==> src/rtl/spmc_regs.vh <==
// Register offsets, field positions and reset values of the path master configuration bank.
`ifndef SPMC_REGS_VH
`define SPMC_REGS_VH
`define SPMC_MODE_ADDR 9'h000
`define SPMC_ALARM_ADDR 9'h001
`define SPMC_PARITY_ADDR 9'h002
`define SPMC_MODE_RESET 8'h00
`define SPMC_ALARM_RESET 8'h3f
`define SPMC_PARITY_RESET 6'h00
`define SPMC_M_SINGLE 0
`define SPMC_M_CONCATENATED_PAYLOAD_SELECT 1
`define SPMC_M_MFDIS 2
`define SPMC_M_MONSEL 4
`define SPMC_M_EXTERNAL_TERMINATION_MODE 5
`define SPMC_M_RXBYP 6
`define SPMC_M_TXBYP 7
`define SPMC_A_TIM 0
`define SPMC_A_TIU 1
`define SPMC_A_LOM 2
`define SPMC_A_LOP 3
`define SPMC_A_PSLM 4
`define SPMC_A_PSLU 5
`define SPMC_A_RXSEL 6
`define SPMC_P_INCT 0
`define SPMC_P_PAYLOAD_FLAG_PARITY_INCLUDE 1
`define SPMC_P_CHKODD 2
`define SPMC_P_GENODD 3
`define SPMC_P_APE 4
`define SPMC_P_API 5
`define SPMC_P_RPE 6
`define SPMC_P_RPI 7
`define SPMC_SEL_LOCAL 2'h0
`define SPMC_SEL_PORT 2'h1
`define SPMC_SEL_INBAND 2'h2
`endif

==> src/rtl/spmc_config.v <==
// Master mode, alarm and parity configuration bank of a three-channel path transceiver.
// Summary of operation
// - Single-stream bit selects one STS-1 at 6.48 MHz, else STS-3 at 19.44 MHz.
// - Single-stream mode silences channel 2 and 3 outputs and ignores their inputs.
// - Concatenation bit selects STS-3c payloads; no effect in single-stream mode.
// - Concatenated mode silences channel 2 and 3 outputs and ignores their inputs.
// - Marker disable removes the multiframe mark from composite timing outputs.
// - External termination takes RECEIVE bus data; otherwise payload flag and parity ignored.
// - Monitor select makes justification counters watch receive stream, else DROP bus.
// - Receive bypass, refused in external termination, skips receive elastic store and locks DROP to receive stream.
// - Transmit bypass skips transmit elastic store and locks transmit frame to ADD.
// - Trace mismatch or unstable inserts DROP path AIS only when enabled.
// - Enabled loss of multiframe inserts tributary AIS, sparing overhead and pointers.
// - Enabled loss of pointer inserts DROP path AIS.
// - Label mismatch or unstable inserts DROP path AIS only when enabled.
// - Select 00 takes FEBE/FERF from local receiver; 11 reports neither.
// - Select 01 carries FEBE/FERF reported over the transmit alarm port.
// - Select 10 builds new G1 in receiver; transmit passes ADD FEBE/FERF.
// - Timing and payload flags join bus parity only when their include bits are set.
// - RECEIVE and ADD parity checked odd when check sense high, else even.
// - DROP, GENERATED and TRANSMIT parity generated odd or even per generate sense.
// - Enabled ADD parity errors drive the active-low interrupt.
// - ADD parity error sets status; reading parity register clears it and interrupt.
// - RECEIVE parity error sets status; interrupts only while its enable is high.
`timescale 1ns/1ps
`default_nettype none
`include "spmc_regs.vh"
module spmc_config #(
  parameter DATA_W = 8,
  parameter CHANNELS = 3
) (
  input wire mclk,
  input wire rst,
  input wire [8:0] reg_addr,
  input wire [7:0] reg_wdata,
  input wire reg_write,
  input wire reg_read,
  output reg [7:0] reg_rdata,
  input wire receive_input_clock,
  input wire [DATA_W-1:0] receive_data,
  input wire receive_payload_flag,
  input wire receive_composite_timing,
  input wire receive_bus_parity,
  input wire add_bus_clock,
  input wire [DATA_W-1:0] add_data,
  input wire add_payload_flag,
  input wire add_composite_timing,
  input wire add_bus_parity,
  input wire [DATA_W-1:0] drop_data,
  input wire drop_payload_flag,
  input wire [DATA_W-1:0] gen_data,
  input wire gen_payload_flag,
  input wire [DATA_W-1:0] tx_data,
  input wire tx_payload_flag,
  input wire [2:0] frame_spe_mark,
  input wire [2:0] multiframe_mark,
  input wire [CHANNELS-1:0] overhead_out_raw,
  input wire [CHANNELS-1:0] overhead_in_raw,
  input wire [CHANNELS-1:0] defect_tim,
  input wire [CHANNELS-1:0] defect_tiu,
  input wire [CHANNELS-1:0] defect_lom,
  input wire [CHANNELS-1:0] defect_lop,
  input wire [CHANNELS-1:0] defect_pslm,
  input wire [CHANNELS-1:0] defect_pslu,
  input wire local_febe,
  input wire local_ferf,
  input wire port_febe,
  input wire port_ferf,
  input wire add_febe,
  input wire add_ferf,
  output reg single_stream_mode,
  output reg bus_rate_slow,
  output reg concatenated_payload_select_payload_active,
  output reg [CHANNELS-1:0] overhead_out,
  output reg [CHANNELS-1:0] overhead_in,
  output reg drop_composite_timing,
  output reg generated_composite_timing,
  output reg transmit_composite_timing,
  output reg external_path_active,
  output reg receive_processor_enable,
  output reg justification_from_receive,
  output reg receive_elastic_active,
  output reg transmit_elastic_active,
  output reg [CHANNELS-1:0] drop_path_ais,
  output reg [CHANNELS-1:0] drop_trib_ais,
  output reg tx_febe,
  output reg tx_ferf,
  output reg rx_build_g1,
  output reg drop_bus_parity,
  output reg generated_bus_parity,
  output reg transmit_bus_parity,
  output reg interrupt_out_n
);

  reg [7:0] mode_configuration;
  reg [7:0] alarm_configuration;
  reg [5:0] parity_control;
  reg add_parity_irq_status;
  reg receive_parity_irq_status;
  reg [2:0] rx_clk_sync;
  reg [2:0] add_clk_sync;
  reg rx_clk_level;
  reg add_clk_level;
  reg [3*(DATA_W+3)-1:0] rx_pipe;
  reg [3*(DATA_W+3)-1:0] add_pipe;
  wire rx_rise;
  wire add_rise;
  wire [DATA_W+2:0] rx_word;
  wire [DATA_W+2:0] add_word;
  wire single;
  wire concatenated_payload_select_eff;
  wire chan23_on;
  wire ext_mode;
  wire [1:0] rx_sel;
  wire parity_read;
  wire rx_err;
  wire add_err;
  wire next_api;
  wire next_rpi;
  wire [CHANNELS-1:0] chan_on;
  wire [CHANNELS-1:0] next_path_ais;

  // Parity over a byte plus optional timing and payload flags.
  function par_sum;
    input [DATA_W-1:0] data;
    input timing;
    input payload;
    input inc_t;
    input inc_pl;
    begin
      par_sum = (^data) ^ (timing & inc_t) ^ (payload & inc_pl);
    end
  endfunction

  // Composite timing mark with the multiframe mark optionally removed.
  function comp_mark;
    input frame_spe;
    input multiframe;
    input mf_disable;
    begin
      comp_mark = frame_spe | (multiframe & ~mf_disable);
    end
  endfunction

  assign single = mode_configuration[`SPMC_M_SINGLE];
  assign concatenated_payload_select_eff = mode_configuration[`SPMC_M_CONCATENATED_PAYLOAD_SELECT] & ~single;
  // channels 2 and 3 only in STS-3 without concatenation.
  assign chan23_on = ~single & ~concatenated_payload_select_eff;
  assign chan_on = {{(CHANNELS-1){chan23_on}}, 1'b1};
  assign ext_mode = mode_configuration[`SPMC_M_EXTERNAL_TERMINATION_MODE];
  assign rx_sel = alarm_configuration[`SPMC_A_RXSEL+1:`SPMC_A_RXSEL];
  assign parity_read = reg_read & (reg_addr == `SPMC_PARITY_ADDR);

  // Bus clocks and their data pass three stages; an edge counts when stages two and three agree.
  always @(posedge mclk or posedge rst) begin
    if (rst) begin
      rx_clk_sync <= 3'h0;
      add_clk_sync <= 3'h0;
      rx_clk_level <= 1'b0;
      add_clk_level <= 1'b0;
      rx_pipe <= {3*(DATA_W+3){1'b0}};
      add_pipe <= {3*(DATA_W+3){1'b0}};
    end else begin
      rx_clk_sync <= {rx_clk_sync[1:0], receive_input_clock};
      add_clk_sync <= {add_clk_sync[1:0], add_bus_clock};
      if (rx_clk_sync[1] == rx_clk_sync[2]) begin
        rx_clk_level <= rx_clk_sync[2];
      end
      if (add_clk_sync[1] == add_clk_sync[2]) begin
        add_clk_level <= add_clk_sync[2];
      end
      rx_pipe <= {rx_pipe[2*(DATA_W+3)-1:0], receive_data, receive_payload_flag,
                  receive_composite_timing, receive_bus_parity};
      add_pipe <= {add_pipe[2*(DATA_W+3)-1:0], add_data, add_payload_flag,
                   add_composite_timing, add_bus_parity};
    end
  end

  // The data pass the same three stages as the clock, so the byte is settled when the edge is seen.
  assign rx_rise = rx_clk_sync[1] & rx_clk_sync[2] & ~rx_clk_level;
  assign add_rise = add_clk_sync[1] & add_clk_sync[2] & ~add_clk_level;
  assign rx_word = rx_pipe[3*(DATA_W+3)-1:2*(DATA_W+3)];
  assign add_word = add_pipe[3*(DATA_W+3)-1:2*(DATA_W+3)];

  // check sums including the parity bit.
  assign add_err = add_rise & ((par_sum(add_word[DATA_W+2:3], add_word[1], add_word[2],
                   parity_control[`SPMC_P_INCT], parity_control[`SPMC_P_PAYLOAD_FLAG_PARITY_INCLUDE])
                   ^ add_word[0]) != parity_control[`SPMC_P_CHKODD]);
  // receive parity only meaningful in external termination.
  assign rx_err = rx_rise & ext_mode & ((par_sum(rx_word[DATA_W+2:3], rx_word[1], rx_word[2],
                  parity_control[`SPMC_P_INCT], parity_control[`SPMC_P_PAYLOAD_FLAG_PARITY_INCLUDE])
                  ^ rx_word[0]) != parity_control[`SPMC_P_CHKODD]);

  // a new error wins over the read that clears.
  assign next_api = add_err | (add_parity_irq_status & ~parity_read);
  assign next_rpi = rx_err | (receive_parity_irq_status & ~parity_read);

  // Register writes; the reserved mode bit is stored as written and steers nothing.
  always @(posedge mclk or posedge rst) begin
    if (rst) begin
      mode_configuration <= `SPMC_MODE_RESET;
      alarm_configuration <= `SPMC_ALARM_RESET;
      parity_control <= `SPMC_PARITY_RESET;
      add_parity_irq_status <= 1'b0;
      receive_parity_irq_status <= 1'b0;
    end else begin
      add_parity_irq_status <= next_api;
      receive_parity_irq_status <= next_rpi;
      if (reg_write) begin
        case (reg_addr)
          `SPMC_MODE_ADDR: begin
            mode_configuration <= reg_wdata;
          end
          `SPMC_ALARM_ADDR: begin
            alarm_configuration <= reg_wdata;
          end
          `SPMC_PARITY_ADDR: begin
            parity_control <= {reg_wdata[`SPMC_P_RPE], reg_wdata[`SPMC_P_APE],
                               reg_wdata[`SPMC_P_GENODD:`SPMC_P_INCT]};
          end
          default: begin
            mode_configuration <= mode_configuration;
          end
        endcase
      end
    end
  end

  // Read data appear the cycle after the strobe; unmapped addresses read zero.
  always @(posedge mclk or posedge rst) begin
    if (rst) begin
      reg_rdata <= 8'h00;
    end else if (reg_read) begin
      case (reg_addr)
        `SPMC_MODE_ADDR: begin
          reg_rdata <= mode_configuration;
        end
        `SPMC_ALARM_ADDR: begin
          reg_rdata <= alarm_configuration;
        end
        `SPMC_PARITY_ADDR: begin
          reg_rdata <= {receive_parity_irq_status, parity_control[5],
                        add_parity_irq_status, parity_control[4], parity_control[3:0]};
        end
        default: begin
          reg_rdata <= 8'h00;
        end
      endcase
    end else begin
      reg_rdata <= 8'h00;
    end
  end

  // Per-channel AIS requests, forced off on channels that are idle in this mode.
  genvar ch;
  generate
    for (ch = 0; ch < CHANNELS; ch = ch + 1) begin : g_ais
      assign next_path_ais[ch] = chan_on[ch] &
        ((defect_tim[ch] & alarm_configuration[`SPMC_A_TIM]) |
         (defect_tiu[ch] & alarm_configuration[`SPMC_A_TIU]) |
         (defect_lop[ch] & alarm_configuration[`SPMC_A_LOP]) |
         (defect_pslm[ch] & alarm_configuration[`SPMC_A_PSLM]) |
         (defect_pslu[ch] & alarm_configuration[`SPMC_A_PSLU]));
    end
  endgenerate

  // Mode, bypass and alarm outputs, all registered.
  always @(posedge mclk or posedge rst) begin
    if (rst) begin
      single_stream_mode <= 1'b0;
      bus_rate_slow <= 1'b0;
      concatenated_payload_select_payload_active <= 1'b0;
      overhead_out <= {CHANNELS{1'b0}};
      overhead_in <= {CHANNELS{1'b0}};
      external_path_active <= 1'b0;
      receive_processor_enable <= 1'b0;
      justification_from_receive <= 1'b0;
      receive_elastic_active <= 1'b1;
      transmit_elastic_active <= 1'b1;
      drop_path_ais <= {CHANNELS{1'b0}};
      drop_trib_ais <= {CHANNELS{1'b0}};
    end else begin
      single_stream_mode <= single;
      bus_rate_slow <= single;
      concatenated_payload_select_payload_active <= concatenated_payload_select_eff;
      // gate channel 2 and 3 pins.
      overhead_out <= overhead_out_raw & chan_on;
      overhead_in <= overhead_in_raw & chan_on;
      // internal processor off in external termination.
      external_path_active <= ext_mode;
      receive_processor_enable <= ~ext_mode;
      justification_from_receive <= mode_configuration[`SPMC_M_MONSEL];
      // receive bypass is refused while external termination is on.
      receive_elastic_active <= ~(mode_configuration[`SPMC_M_RXBYP] & ~ext_mode);
      transmit_elastic_active <= ~mode_configuration[`SPMC_M_TXBYP];
      drop_path_ais <= next_path_ais;
      // tributary AIS leaves overhead and pointers alone.
      drop_trib_ais <= defect_lom & chan_on &
                       {CHANNELS{alarm_configuration[`SPMC_A_LOM]}};
    end
  end

  // Timing marks, path status sourcing and generated parity.
  always @(posedge mclk or posedge rst) begin
    if (rst) begin
      drop_composite_timing <= 1'b0;
      generated_composite_timing <= 1'b0;
      transmit_composite_timing <= 1'b0;
      tx_febe <= 1'b0;
      tx_ferf <= 1'b0;
      rx_build_g1 <= 1'b0;
      drop_bus_parity <= 1'b0;
      generated_bus_parity <= 1'b0;
      transmit_bus_parity <= 1'b0;
    end else begin
      drop_composite_timing <= comp_mark(frame_spe_mark[0], multiframe_mark[0],
                                         mode_configuration[`SPMC_M_MFDIS]);
      generated_composite_timing <= comp_mark(frame_spe_mark[1], multiframe_mark[1],
                                              mode_configuration[`SPMC_M_MFDIS]);
      transmit_composite_timing <= comp_mark(frame_spe_mark[2], multiframe_mark[2],
                                             mode_configuration[`SPMC_M_MFDIS]);
      rx_build_g1 <= (rx_sel == `SPMC_SEL_INBAND);
      case (rx_sel)
        `SPMC_SEL_LOCAL: begin
          tx_febe <= local_febe;
          tx_ferf <= local_ferf;
        end
        `SPMC_SEL_PORT: begin
          tx_febe <= port_febe;
          tx_ferf <= port_ferf;
        end
        `SPMC_SEL_INBAND: begin
          tx_febe <= add_febe;
          tx_ferf <= add_ferf;
        end
        default: begin
          tx_febe <= 1'b0;
          tx_ferf <= 1'b0;
        end
      endcase
      // generated parity makes the total odd or even.
      drop_bus_parity <= par_sum(drop_data, comp_mark(frame_spe_mark[0], multiframe_mark[0],
                         mode_configuration[`SPMC_M_MFDIS]), drop_payload_flag,
                         parity_control[`SPMC_P_INCT], parity_control[`SPMC_P_PAYLOAD_FLAG_PARITY_INCLUDE])
                         ^ parity_control[`SPMC_P_GENODD];
      generated_bus_parity <= par_sum(gen_data, comp_mark(frame_spe_mark[1],
                              multiframe_mark[1], mode_configuration[`SPMC_M_MFDIS]),
                              gen_payload_flag, parity_control[`SPMC_P_INCT],
                              parity_control[`SPMC_P_PAYLOAD_FLAG_PARITY_INCLUDE]) ^ parity_control[`SPMC_P_GENODD];
      transmit_bus_parity <= par_sum(tx_data, comp_mark(frame_spe_mark[2], multiframe_mark[2],
                             mode_configuration[`SPMC_M_MFDIS]), tx_payload_flag,
                             parity_control[`SPMC_P_INCT], parity_control[`SPMC_P_PAYLOAD_FLAG_PARITY_INCLUDE])
                             ^ parity_control[`SPMC_P_GENODD];
    end
  end

  // enabled sticky flags pull the interrupt low.
  always @(posedge mclk or posedge rst) begin
    if (rst) begin
      interrupt_out_n <= 1'b1;
    end else begin
      interrupt_out_n <= ~((next_api & parity_control[4]) | (next_rpi & parity_control[5]));
    end
  end

endmodule
`default_nettype wire

==> config.mk <==
export PLATFORM = sky130hd
export DESIGN_NAME = spmc_config
export DESIGN_NICKNAME = d
export VERILOG_FILES = /design/src/rtl/spmc_config.v
export VERILOG_INCLUDE_DIRS = /design/src /design/src/rtl
export SDC_FILE = /design/constraint.sdc
export NUM_CORES = 1
export LEC_CHECK = 0
export ABC_CLOCK_PERIOD_IN_PS = 8400
export BUFFER_PORTS_ARGS = -buffer_cell sky130_fd_sc_hd__clkbuf_2
export CORE_MARGIN = 2
export CORE_UTILIZATION = 40
export CTS_CLUSTER_SIZE = 14
export DETAILED_ROUTE_END_ITERATION = 7
export PLACE_DENSITY = 0.77
export SLEW_MARGIN = 40
export SYNTH_ARGS = -nofsm -noshare
export SYNTH_HDL_FRONTEND = slang
export SYNTH_SLANG_ARGS = --single-unit
==> constraint.sdc <==
create_clock -name mclk -period 8.4 [get_ports mclk]
set_input_delay 0.84 -clock mclk [delete_from_list [all_inputs] [get_ports mclk]]
set_output_delay 0.84 -clock mclk [all_outputs]
set_load 0.01 [all_outputs]
**Word-level counts from Yosys, hierarchy flattened**

Cells that the tools add are included.

- Reductions and logical operators: 10
- Eq/ne operators: 8
- Muxes and demuxes: 4
- Bitwise operators: 92

Operators by type and width:

| operator | count |
|---|---|
| AND 1 bit | 45 |
| XOR reduction 8 bit | 5 |
| case mux 8 bit (3 select lines) | 1 |
| OR 1 bit | 18 |
| bitwise XOR 1 bit | 15 |
| AND 3 bit | 4 |
| inverter 1 bit | 10 |
| equality test 9 x 1 -> 1 bit, second input constant | 1 |
| equality test 9 x 2 -> 1 bit, second input constant | 1 |
| zero test 9 bit | 1 |
| 2-to-1 mux 8 bit | 1 |
| case mux 1 bit (3 select lines) | 2 |
| AND reduction 2 bit | 3 |
| equality test 1 bit | 2 |
| equality test 2 x 1 -> 1 bit, second input constant | 1 |
| equality test 2 bit, second input constant | 1 |
| zero test 2 bit | 1 |
| != test 1 bit | 2 |

- Input port bits: 108
- Output and inout bits: 38
- Flip-flop bits (word level): 135
- Logic and storage cells: 147

**Logic depth before layout (Yosys ltp)**

- Word-level depth: 10
- Gate-level depth with buffers: 6

**Least setup slack after synthesis**

No wires, ideal clock.

- Kind: input-to-reg
- Start point: input reg_addr[1]
- End point: register mode_configuration[0]
- Library setup time: 0.125 ns
- Slack: 6.171 ns
- Arrival time: 2.104 ns
- Stages: 3
- Path through: nor4_1 nand4b_2 mux2_2

- Word-level cells in the longest chain between the ends: 2

RTL lines:

| what | RTL line | RTL |
|---|---|---|
| start: declaration | spmc_config.v:34 | `input wire [8:0] reg_addr,` |
| zero test 9 bit | spmc_config.v:210 | `case (reg_addr)` |
| AND reduction 2 bit (no source line) | -- |  |
| end signal: assignment | spmc_config.v:201 | `` mode_configuration <= `SPMC_MODE_RESET; `` |
| end signal: assignment | spmc_config.v:212 | `mode_configuration <= reg_wdata;` |
| end signal: assignment | spmc_config.v:222 | `mode_configuration <= mode_configuration;` |
| end: declaration | spmc_config.v:95 | `reg [7:0] mode_configuration;` |

Every way passes these cells.
A chain may end at the register's enable or synchronous reset.

**Final worst setup path**

- Start point: input reg_addr[0]
- End point: register parity_control[5]

- Word-level cells in the longest chain between the ends: 2

RTL lines:

| what | RTL line | RTL |
|---|---|---|
| equality test 9 x 2 -> 1 bit | spmc_config.v:210 |  |
| AND reduction 2 bit (no source line) | -- |  |
| end signal: assignment | spmc_config.v:203 | `` parity_control <= `SPMC_PARITY_RESET; `` |
| end signal: assignment | spmc_config.v:218 | `` parity_control <= {reg_wdata[`SPMC_P_RPE], reg_wdata[`SPMC_P_APE], `` |
| end: declaration | spmc_config.v:97 | `reg [5:0] parity_control;` |

Every way passes these cells.

==> results.yml <==
synthesis:
  syn_area_um2: 4745
  synth_xor_xnor_area_share_pct: 10.02
  yosys.area.top_type: "dfrtp_1"
  synth_area_leaders: "dfrtp_1 (66%), mux2_2 (6.9%), xnor2_1 (6.5%)"
  synth-simple-area-share_pct: 5.406
  synth.area.mux_share_pct: 7.305
  netlist_instances: 302
  syn_area_per_cell_um2: 15.71
  synth_ff_type: "dfrtp_1"
  synth-seq-cells: 135
  synth_edf_count: 0
  async_flop_share_pct: 100.0
  seq_area_frac_synth_pct: 71.44
  syn-num-nets: 412
  yosysWarnings: 0
  synth.top_cell.area_share_pct: 66.46
  synth_top_family_by_area: "XOR/XNOR gates"
  synth_compound_area_share_pct: 4.589
  synthDistinctLibCells: 33
  synthAdderAreaFrac_pct: 0.5274
global_routing:
  grt_pass1_wl_um: 15110
  antenna_found_initial: 1
  grt_max_degree: 84
  grt_util_all_layers_pct: 15.61
  gr-total-overflow: 0
  grt_pass1_vias: 3110
worst_setup_path:
  cp.arrival_ns: 2.61
  crit_path_max_fanout: 14
  r2r_end: "interrupt_out_n$_DFF_PP1_"
  end_kind: "flip-flop"
  crit-reg2reg-launch: "parity_control[0]$_DFFE_PP0P_"
  setup.worst_path.start: "reg_addr[0]"
  timing_worst_setup_path_type: "input port to flip-flop"
  endpoint: "parity_control[5]$_DFFE_PP0P_"
  reg2reg_depth: 5
  cp-start-kind: "input port"
  required_ns: 8.69
  regToRegSetupSlack_ns: 6.35
die:
  fp-row-count: 39
  io_pins: 146
  die-area_um2: 12750
  fp.dieH_um: 112.9
  start_util_pct: 41.20
  core_area_um2: 11520
  die_w_um: 112.9
final_layout:
  nFillCells: 956
  utilization_pct: 54.29
  final_net_count: 573
  areaGrowthSynthToFinish_pct: 31.78
  drive_gt1_share_pct: 46.64
  diodes: 0
sta:
  post-route-min-period_ns: 2.320
  period_share_pct: 27.62
  slew_violations: 0
  holdWs_ns: 0.3479
  hold_viol: 0
  timing.setup.tns_ns: 0
  fmax_mhz: 431.0
  finClkSkew_ns: 0.009723
  slew_headroom_pct: 48.91
  rsz0062_at_grt: "no"
  setup_viol: 0
  worst_slew_pin_slew_ns: 0.7601
detailed_routing:
  wl_per_cell_um: 14.96
  dr.pass1.iters: 6
  vias: 2950
  post_drt_via_cell_ratio: 4.766
  drt-initial-drc-count: 125
  drt_wl_total_um: 9258
  final_antenna_net_count: 0
  drc: 13
cts:
  cts_root_buf: "clkbuf_16"
  cts_sinks: 135
  cts.clk_slew.worst_paths_ns: 0.06
  postCtsSetupRepairBufs: 0
  insertion_delay_ns: 0.41
  h-tree-depth: 4
  post_cts_resized: 0
  cts_tree: "built"
  cts_made_buffers: 17
  clock_path_buffers: 2
  cts_hold_buf: 0
job:
  max_cap_viol_count: 0
placed_design:
  dpl.hpwl_um: 6565
  io_buffers: 145
  gp_congestion: 0.8835
worst_hold_path:
  min_path_type: "flip-flop to flip-flop"
outcome:
  violations: "design-rule violations"
  status: "finished with violations"
pwr:
  vdd_drop_max_uv: 153.1
  power.leakage_nw: 3.072
  power.density_nw_per_um2: 247.9
==> synthesized netlist by cell type (all sizes together), types with 2 or more instances <==
cell,count
clkbuf,3
a22oi,11
o21ai,5
mux2i,2
dfstp,9
dfrtp,126
a21boi,2
and2,7
nand2,19
a21o,5
a222oi,4
nor2b,2
xnor3,4
nor4,3
ha,2
mux2,29
and3,2
nor2,9
nand3,2
xnor2,35
xor2,9
inv,4
==> final cells by class <==
| class | count | area (um2) | share of cell area (%) |
|---|---|---|---|
| Sequential cell | 135 | 3390 | 54.21 |
| Multi-Input combinational cell | 159 | 1328 | 21.23 |
| Timing Repair Buffer | 146 | 737.0 | 11.79 |
| Clock buffer | 18 | 439.2 | 7.024 |
| Tap cell | 143 | 178.9 | 2.862 |
| Clock inverter | 14 | 160.2 | 2.562 |
| Inverter | 4 | 20.02 | 0.3202 |
==> power breakdown <==
group / switching, mW / internal, mW
combinational: 0.0557 / 0.0632
clock: 0.301 / 0.429
sequential: 0.0152 / 0.685
==> logic make-up after synthesis <==
| group | after synthesis |
|---|---|
| buffers and inverters | 8 |
| and+or+nand+nor | 49 |
| AOI/OAI and AO/OA | 29 |
| adders and majority gates | 2 |
| muxes | 31 |
| DFF | 135 |
| xor gates and xnor gates | 48 |
==> critical path, stage by stage <==
cell and delay (ns):
clkbuf_2 0.22, nand2b_1 0.22, nor4_1 0.54, nand3_1 0.41
mux2_2 0.38
==> flip-flops by register name, summed over array words and instances, names as in the netlist, 3 cells and up <==
| signal | flops |
|---|---|
| parity_control | 6 |
| reg_rdata | 8 |
| drop_trib_ais | 3 |
| rx_clk_sync | 3 |
| overhead_in | 3 |
| add_clk_sync | 3 |
| alarm_configuration | 8 |
| rx_pipe | 33 |
| add_pipe | 33 |
| overhead_out | 3 |
| drop_path_ais | 3 |
| mode_configuration | 8 |
==> worst min path at each step <==
stage / from / endpoint / depth (start not counted)
after CTS: add_pipe[9]$_DFF_PP0_ / add_pipe[20]$_DFF_PP0_ / 0
final: rx_pipe[1]$_DFF_PP0_ / rx_pipe[12]$_DFF_PP0_ / 0
after global routing: rx_pipe[9]$_DFF_PP0_ / rx_pipe[20]$_DFF_PP0_ / 0
after global placement: rx_pipe[5]$_DFF_PP0_ / rx_pipe[16]$_DFF_PP0_ / 0
after detailed placement: add_clk_sync[0]$_DFF_PP0_ / add_clk_sync[1]$_DFF_PP0_ / 0
after floorplan: add_clk_sync[0]$_DFF_PP0_ / add_clk_sync[1]$_DFF_PP0_ / 0
==> layer usage <==
metal  part of all wire, %  track usage (%)  vias up
met5                  0.11                0        -
met4                   1.2            5.935        2
met3                   7.6            5.142       21
met2                    53            26.79      118
met1                    38            18.35     1456
li1                      -                -     1353
==> stage by stage <==
step | power [mW] | cell area (um2) | worst slack, ns | cells
floorplan | 0.7775 | 4745 | 3.964 | 302
global placement | 0.8273 | 5643 | 5.836 | 587
detailed placement | 0.8328 | 5647 | 5.720 | 587
CTS | 1.571 | 6246 | 6.124 | 619
global route | 1.616 | 6252 | 5.967 | 619
finish | 1.550 | 6252 | 6.080 | 619
==> placed cells by master (no fill, tap or decap), types with 4 or more instances in the layout <==
cell type  synthesis  routed
nand2_1           19      19
dfstp_2            9       9
clkbuf_16          0      17
xnor2_1           35      35
mux2_2            29      29
inv_8              0       4
a222oi_1           4       4
o21ai_0            5       5
a21o_1             4       4
clkbuf_2           0     145
a22oi_1           11      11
xnor3_1            4       4
clkinv_4           0       5
nor2_1             9       9
and2_1             5       5
xor2_1             9       9
dfrtp_1          126     126
No activity file was read; power rests on OpenSTA's default activity.
